[config.mk]
export PLATFORM = sky130hd
export DESIGN_NAME = ccb_proc_end_flat
export DESIGN_NICKNAME = d
export VERILOG_FILES = /design/src/include/ccb_pkg.sv /design/src/include/ccb_if.sv /design/src/design/ccb_proc_end.sv /design/src/flat_wrapper.sv
export SDC_FILE = /design/constraint.sdc
export NUM_CORES = 1
export LEC_CHECK = 0
export BUFFER_PORTS_ARGS = -buffer_cell sky130_fd_sc_hd__buf_2
export CORE_AREA = 4 4 142 144
export CTS_CLUSTER_SIZE = 30
export DETAILED_ROUTE_END_ITERATION = 10
export DIE_AREA = 0 0 146 148
export PLACE_DENSITY = 0.76
export SLEW_MARGIN = 15
export SYNTH_ARGS = -nofsm -noshare
export SYNTH_HDL_FRONTEND = slang
export SYNTH_SLANG_ARGS = --single-unit
[constraint.sdc]
create_clock -name clk -period 3.7 [get_ports clk]
set_input_delay 0.74 -clock clk [delete_from_list [all_inputs] [get_ports clk]]
set_output_delay 0.74 -clock clk [all_outputs]
set_load 0.1 [all_outputs]
[src/include/ccb_pkg.sv]
// Package of constants and types for the coherency bus signalling pair
// Contract
// Linefill intent low only on line-fill reads
// Linefill intent never implies burst continues
// Controller grants or refuses cacheability
// Single transfer with permit high ends last
// Copyback mode latched at reset release
// Coherency outputs always actively driven
// Write-through holds both hit outputs high
// Write-through intent toggles reads, high writes
// Dirty hit low on snoop hitting modified
// Dirty hit held until write-back completes
// Dirty hit released before next strobe
// Controller assumes no exact release clock
package ccb_pkg;
   localparam int ADDR_W = 32;
   localparam int DATA_W = 64;
   localparam int LINE_BEATS = 4;
   localparam int BEAT_W = 2;
   localparam logic [BEAT_W-1:0] LAST_BEAT = 2'h3;
   localparam int RELEASE_DELAY = 1;
   typedef enum logic [1:0] {CCB_RD, CCB_WR, CCB_WB} ccb_cyc_t;
endpackage : ccb_pkg

[src/include/ccb_if.sv]
// Interface joining the processor end and the controller end
`timescale 1ns/1ps
interface ccb_if;
   import ccb_pkg::*;
   logic addressStrobeN;
   logic [ccb_pkg::ADDR_W-1:0] address;
   logic writeNotRead;
   logic linefillIntentN;
   logic lastTransferN;
   logic cacheabilityPermitN;
   logic burstTransferDoneN;
   logic [ccb_pkg::DATA_W-1:0] readData;
   logic [ccb_pkg::DATA_W-1:0] writeData;
   logic snoopHitN;
   logic snoopDirtyHitN;
   logic snoopStrobe;
   logic [ccb_pkg::ADDR_W-1:0] snoopAddress;
   logic copybackSelect;
   modport proc (output addressStrobeN, address, writeNotRead, linefillIntentN,
      lastTransferN, writeData, snoopHitN, snoopDirtyHitN,
      input cacheabilityPermitN, burstTransferDoneN, readData, snoopStrobe,
      snoopAddress, copybackSelect);
   modport ctrl (input addressStrobeN, address, writeNotRead, linefillIntentN,
      lastTransferN, writeData, snoopHitN, snoopDirtyHitN,
      output cacheabilityPermitN, burstTransferDoneN, readData, snoopStrobe,
      snoopAddress, copybackSelect);
endinterface : ccb_if

[src/design/ccb_proc_end.sv]
// Processor end: issues cycles, drives coherency outputs
`timescale 1ns/1ps
module ccb_proc_end (
   input wire logic clk,
   input wire logic rst_n,
   ccb_if.proc bus,
   input wire logic reqValid,
   input wire logic reqWrite,
   input wire logic reqLinefill,
   input wire logic [ccb_pkg::ADDR_W-1:0] reqAddr,
   input wire logic [ccb_pkg::DATA_W-1:0] reqWdata,
   output logic reqReady,
   output logic [ccb_pkg::DATA_W-1:0] rspData,
   output logic rspValid,
   input wire logic snoopHit,
   input wire logic snoopModified,
   output logic writeBackMode
);
   import ccb_pkg::*;
   typedef enum {S_IDLE, S_ADDR, S_DATA} ccb_pst_t;
   ccb_pst_t state;
   ccb_cyc_t cyc;
   logic fillCyc;
   logic [BEAT_W-1:0] beat;
   logic resetSeen;
   logic dirtyPend;
   logic dirty;
   logic hit;
   logic [ADDR_W-1:0] dirtyAddr;
   logic [ADDR_W-1:0] addrQ;
   logic [DATA_W-1:0] wdataQ;
   logic beatDone;
   logic lastBeat;

   assign beatDone = (state == S_DATA) && !bus.burstTransferDoneN;

   assign lastBeat = !fillCyc || bus.cacheabilityPermitN || (beat == LAST_BEAT);
   assign reqReady = (state == S_IDLE) && !dirtyPend && resetSeen;

   // Mode caught on first clock after reset release
   always_ff @(posedge clk) begin
      if (!rst_n) begin
         resetSeen <= 1'b0;
         writeBackMode <= 1'b0;
      end else if (!resetSeen) begin
         resetSeen <= 1'b1;
         writeBackMode <= bus.copybackSelect;
      end
   end

   // Cycle sequencing, write-back has priority
   always_ff @(posedge clk) begin
      if (!rst_n) begin
         state <= S_IDLE;
         cyc <= CCB_RD;
         fillCyc <= 1'b0;
         beat <= '0;
         addrQ <= '0;
         wdataQ <= '0;
      end else begin
         case (state)
            S_IDLE: begin
               if (dirtyPend) begin
                  state <= S_ADDR;
                  cyc <= CCB_WB;
                  fillCyc <= 1'b1;
                  addrQ <= dirtyAddr;
                  beat <= '0;
               end else if (reqValid && resetSeen) begin
                  state <= S_ADDR;
                  cyc <= reqWrite ? CCB_WR : CCB_RD;
                  fillCyc <= reqLinefill && !reqWrite;
                  addrQ <= reqAddr;
                  wdataQ <= reqWdata;
                  beat <= '0;
               end
            end
            S_ADDR: state <= S_DATA;
            S_DATA: begin
               if (beatDone) begin
                  beat <= beat + 2'h1;
                  // Write-back always runs the whole line, whatever the permit says
                  if (cyc == CCB_WB ? beat == LAST_BEAT : lastBeat) begin
                     state <= S_IDLE;
                  end
               end
            end
            default: state <= S_IDLE;
         endcase
      end
   end

   // Snoop tracking and dirty hit hold
   always_ff @(posedge clk) begin
      if (!rst_n) begin
         dirtyPend <= 1'b0;
         dirty <= 1'b0;
         hit <= 1'b0;
         dirtyAddr <= '0;
      end else begin
         if (bus.snoopStrobe && writeBackMode) begin
            hit <= snoopHit;
            if (snoopHit && snoopModified) begin
               dirty <= 1'b1;
               dirtyPend <= 1'b1;
               dirtyAddr <= bus.snoopAddress;
            end
         end else if (state == S_IDLE && dirtyPend) begin
            dirtyPend <= 1'b0;
         end else if (dirty && cyc == CCB_WB && beatDone && beat == LAST_BEAT) begin
            dirty <= 1'b0;
            hit <= 1'b0;
         end
      end
   end

   // Read data capture
   always_ff @(posedge clk) begin
      if (!rst_n) begin
         rspData <= '0;
         rspValid <= 1'b0;
      end else begin
         rspValid <= beatDone && cyc == CCB_RD;
         if (beatDone && cyc == CCB_RD) begin
            rspData <= bus.readData;
         end
      end
   end


   assign bus.addressStrobeN = !(state == S_ADDR);
   assign bus.address = addrQ;
   assign bus.writeNotRead = (cyc != CCB_RD);
   assign bus.writeData = wdataQ;
   assign bus.linefillIntentN = !((state != S_IDLE) && fillCyc && cyc == CCB_RD);
   assign bus.lastTransferN = !((state == S_DATA) &&
      (cyc == CCB_WB ? beat == LAST_BEAT : lastBeat));
   assign bus.snoopHitN = !(writeBackMode && hit);
   assign bus.snoopDirtyHitN = !(writeBackMode && dirty);
endmodule : ccb_proc_end

[src/flat_wrapper.sv]
// flat-port wrapper written by rule: the top's interface ports become plain ports
module ccb_proc_end_flat import ccb_pkg::*;
  (clk, rst_n, reqValid, reqWrite, reqLinefill, reqAddr, reqWdata, reqReady, rspData, rspValid, snoopHit, snoopModified, writeBackMode, bus_addressStrobeN, bus_address, bus_writeNotRead, bus_linefillIntentN, bus_lastTransferN, bus_writeData, bus_snoopHitN, bus_snoopDirtyHitN, bus_cacheabilityPermitN, bus_burstTransferDoneN, bus_readData, bus_snoopStrobe, bus_snoopAddress, bus_copybackSelect);
  ccb_if bus_i ();
  input wire logic clk;
  input wire logic rst_n;
  input wire logic reqValid;
  input wire logic reqWrite;
  input wire logic reqLinefill;
  input wire logic [ccb_pkg::ADDR_W-1:0] reqAddr;
  input wire logic [ccb_pkg::DATA_W-1:0] reqWdata;
  output logic reqReady;
  output logic [ccb_pkg::DATA_W-1:0] rspData;
  output logic rspValid;
  input wire logic snoopHit;
  input wire logic snoopModified;
  output logic writeBackMode;
  output wire logic [$bits(bus_i.addressStrobeN)-1:0] bus_addressStrobeN;
  output wire logic [$bits(bus_i.address)-1:0] bus_address;
  output wire logic [$bits(bus_i.writeNotRead)-1:0] bus_writeNotRead;
  output wire logic [$bits(bus_i.linefillIntentN)-1:0] bus_linefillIntentN;
  output wire logic [$bits(bus_i.lastTransferN)-1:0] bus_lastTransferN;
  output wire logic [$bits(bus_i.writeData)-1:0] bus_writeData;
  output wire logic [$bits(bus_i.snoopHitN)-1:0] bus_snoopHitN;
  output wire logic [$bits(bus_i.snoopDirtyHitN)-1:0] bus_snoopDirtyHitN;
  input wire logic [$bits(bus_i.cacheabilityPermitN)-1:0] bus_cacheabilityPermitN;
  input wire logic [$bits(bus_i.burstTransferDoneN)-1:0] bus_burstTransferDoneN;
  input wire logic [$bits(bus_i.readData)-1:0] bus_readData;
  input wire logic [$bits(bus_i.snoopStrobe)-1:0] bus_snoopStrobe;
  input wire logic [$bits(bus_i.snoopAddress)-1:0] bus_snoopAddress;
  input wire logic [$bits(bus_i.copybackSelect)-1:0] bus_copybackSelect;
  assign bus_addressStrobeN = bus_i.addressStrobeN;
  assign bus_address = bus_i.address;
  assign bus_writeNotRead = bus_i.writeNotRead;
  assign bus_linefillIntentN = bus_i.linefillIntentN;
  assign bus_lastTransferN = bus_i.lastTransferN;
  assign bus_writeData = bus_i.writeData;
  assign bus_snoopHitN = bus_i.snoopHitN;
  assign bus_snoopDirtyHitN = bus_i.snoopDirtyHitN;
  assign bus_i.cacheabilityPermitN = bus_cacheabilityPermitN;
  assign bus_i.burstTransferDoneN = bus_burstTransferDoneN;
  assign bus_i.readData = bus_readData;
  assign bus_i.snoopStrobe = bus_snoopStrobe;
  assign bus_i.snoopAddress = bus_snoopAddress;
  assign bus_i.copybackSelect = bus_copybackSelect;
  ccb_proc_end u_core (.clk(clk), .rst_n(rst_n), .bus(bus_i), .reqValid(reqValid), .reqWrite(reqWrite), .reqLinefill(reqLinefill), .reqAddr(reqAddr), .reqWdata(reqWdata), .reqReady(reqReady), .rspData(rspData), .rspValid(rspValid), .snoopHit(snoopHit), .snoopModified(snoopModified), .writeBackMode(writeBackMode));
endmodule
==> impl_metrics.yaml <==
status:
  status: "complete, no violations"
die:
  fp.dieArea_um2: 21600
  die_y_um: 148
  io_pins: 372
  start_util: 0.454
  die_x_um: 146
  core_um2: 18700
  rows: 50
power:
  power.density_nw_per_um2: 511
  finalPower_w: 0.00566
  leakagePower_nw: 4.92
  vdd_drop_max_mv: 0.346
setup_path:
  startpoint: "u_core.beat[0]"
  crit_chain: "ha_1, or4b_1, nand3_1, buf_2"
  cp.depth: 4
  arrival_ns: 2.11
  reg2reg_depth: 4
  max_stage_delay_ns: 0.52
  crit_family: "simple AND/OR/NAND/NOR gates"
  end_kind: "primary output"
  worstPathMaxFanout: 4
  path_buf_inv: 1
  slowest_stage: "or4b_1"
  r2r-end: "u_core.bus.address[0]"
  worst_setup_path_start_kind: "flip-flop"
  critical_path_class: "reg -> out"
  required_ns: 2.96
  rrSetupSlack_ns: 1.31
  timing.rr.start: "u_core.dirtyPend"
clock_network:
  htree_levels: 1
  cts_hold_buf: 0
  cts_buffer_depth: 3
  clk_pin_slew_ns: 0.06
  ctsRootBufferMaster: "clkbuf_16"
  postCtsSetupBuffers: 0
  cts_made_buffers: 23
  cts.sinks: 205
  clk_latency_ns: 0.50
  cts_tree: "yes"
  cts_repair_resize_count: 0
timing:
  tightest_slew_ns: 0.988
  fin_crit_sh: 0.771
  slew_violations: 0
  tns_ns: 0
  setup_violations: 0
  fin_crit_ns: 2.85
  fmax_mhz: 351
  worst_clock_skew_ns: 0.00773
  rsz0062_at_grt: "false"
  relSlewSlack: 0.341
  hold_viol: 0
global_routing:
  antenna_found_initial: 1
  grt_max_degree: 175
  gr-usage-all-layers: 0.206
  grt_remaining_overflow: 0
  grt_pass1_wl_mm: 37.2
  grt_pass1_vias: 7110
detailed_routing:
  wire_per_inst_um: 16.0
  vias_per_cell: 4.95
  routed_wirelength_mm: 24.0
  firstDrtPassIters: 4
  drc: 0
  drt_iter0_drc: 329
  vias: 7424
  final_antenna_net_count: 0
synthesis:
  syn_inst: 916
  synth_seq_cells: 205
  synth-edff-count: 0
  synth_area_um2: 8500
  synthArstFlopShare: 0
  synthDistinctLibCells: 34
  yosysWarnings: 0
  synth_flop_cell: "dfxtp_1"
  synth_area_per_cell_um2: 9.28
  synth.net_count: 1121
  synth-seq-area-share: 0.483
finish:
  final_cell_mix: "buf_2, nand2_1, dfxtp_1"
  multiInputGateArea_um2: 3890
  seqCellArea_um2: 4110
  syn_to_final_growth_pct: 30.2
  layout.cells.non_filler: 1500
  drive_gt1_frac: 0.366
  layout.nets: 1452
  final_common_cell: "buf_2"
  fillCellCount: 1642
min_path:
  holdCritStartpoint: "u_core.bus.writeData[17]"
  hold_path.class: "reg -> reg"
  min_delay_path_depth: 2
  holdPathEnd: "u_core.bus.writeData[17]"
place:
  globalplace.congestion: 0.829
  dp_cells: 1456
  io_buffers: 371
  dp_hpwl_mm: 17.1
run:
  cap_violations: 0
[Yosys cell counts (2+ instances only)]
master / count / area (µm²)
a2111oi_0: 2 / 17.5
a211oi_1: 3 / 22.5
a211oi_2: 30 / 375
a21oi_1: 68 / 340
and2_1: 3 / 18.8
and3_1: 2 / 12.5
buf_12: 7 / 140
buf_2: 12 / 60.1
buf_6: 11 / 124
clkbuf_1: 43 / 161
dfxtp_1: 205 / 4100
ha_1: 2 / 25.0
inv_1: 5 / 18.8
mux2i_1: 161 / 1610
nand2_1: 327 / 1230
nand3_1: 3 / 15.0
nand4_1: 2 / 12.5
nor2_1: 6 / 22.5
nor2b_1: 4 / 25.0
o21a_1: 2 / 15.0
o21ai_0: 4 / 20.0
o221a_2: 2 / 22.5
[layer usage]
layer | track usage | share of wire | wire length (µm) | vias to the layer above
li1 | - | - | - | 3707
met1 | 0.244 | 0.40 | 9600 | 3365
met2 | 0.362 | 0.48 | 11600 | 300
met3 | 0.0573 | 0.088 | 2120 | 52
met4 | 0.0687 | 0.031 | 746 | 0
met5 | 0 | 0 | 0 | -
[registers in the layout, indices dropped and copies added, names as in the netlist, 2 cells and up]
| register | flops |
|---|---|
| u_core.bus.writeData | 64 |
| u_core.dirtyAddr | 32 |
| u_core.state | 2 |
| u_core.cyc | 2 |
| u_core.bus.address | 32 |
| u_core.rspData | 64 |
| u_core.beat | 2 |
[area by class of cell]
class                      instances  share of cell area
sequential                       205               0.371
tap                              234              0.0265
clock inverter                    13              0.0124
clock buffer                      29              0.0586
antenna                            2            0.000452
timing repair buffer             381               0.178
multi-input combinational        631               0.352
inverter                           5             0.00170
[power by group]
part / internal [W] / switching (W)
Clock: 0.00139 / 0.000923
Sequential: 0.00229 / 0.0000435
Combinational: 0.000231 / 0.000783
[worst register-to-register path, delay by kind of cell (launching register included)]
family,cells,cell delay [ns]
and+or+nand+nor,1,0.80
DFF,1,0.58
buffers and inverters,1,0.49
AOI/OAI and AO/OA,2,0.34
[worst max path at each step]
stage	to	slack, ns
final	bus_lastTransferN	0.85
after detailed placement	bus_lastTransferN	1.06
after floorplan	reqReady	0.95
after global placement	bus_lastTransferN	1.05
after global routing	bus_lastTransferN	0.76
after CTS	bus_lastTransferN	0.82
[metrics by stage]
step / setup slack (ns) / instance area, µm² / utilization / hold slack (ns)
detailed placement: 1.06 / 10300 / 0.549 / 0.444
CTS: 0.825 / 11100 / 0.591 / 0.453
floorplan: 0.953 / 8500 / - / 0.436
global placement: 1.05 / 10300 / 0.549 / 0.439
finish: 0.848 / 11100 / 0.591 / 0.451
global route: 0.760 / 11100 / 0.591 / 0.451
[cell families (layout without fill, tap and decap cells)]
family	count (synthesis)	in the layout	share of synthesized area
other cells	0	2	0
fa+ha+maj	2	2	0.00294
buf+inv	80	428	0.0607
mux	161	161	0.190
flops	205	205	0.483
compound gates	114	114	0.0988
simple gates	354	354	0.165
Note: power is estimated with default switching activity, not from simulation.
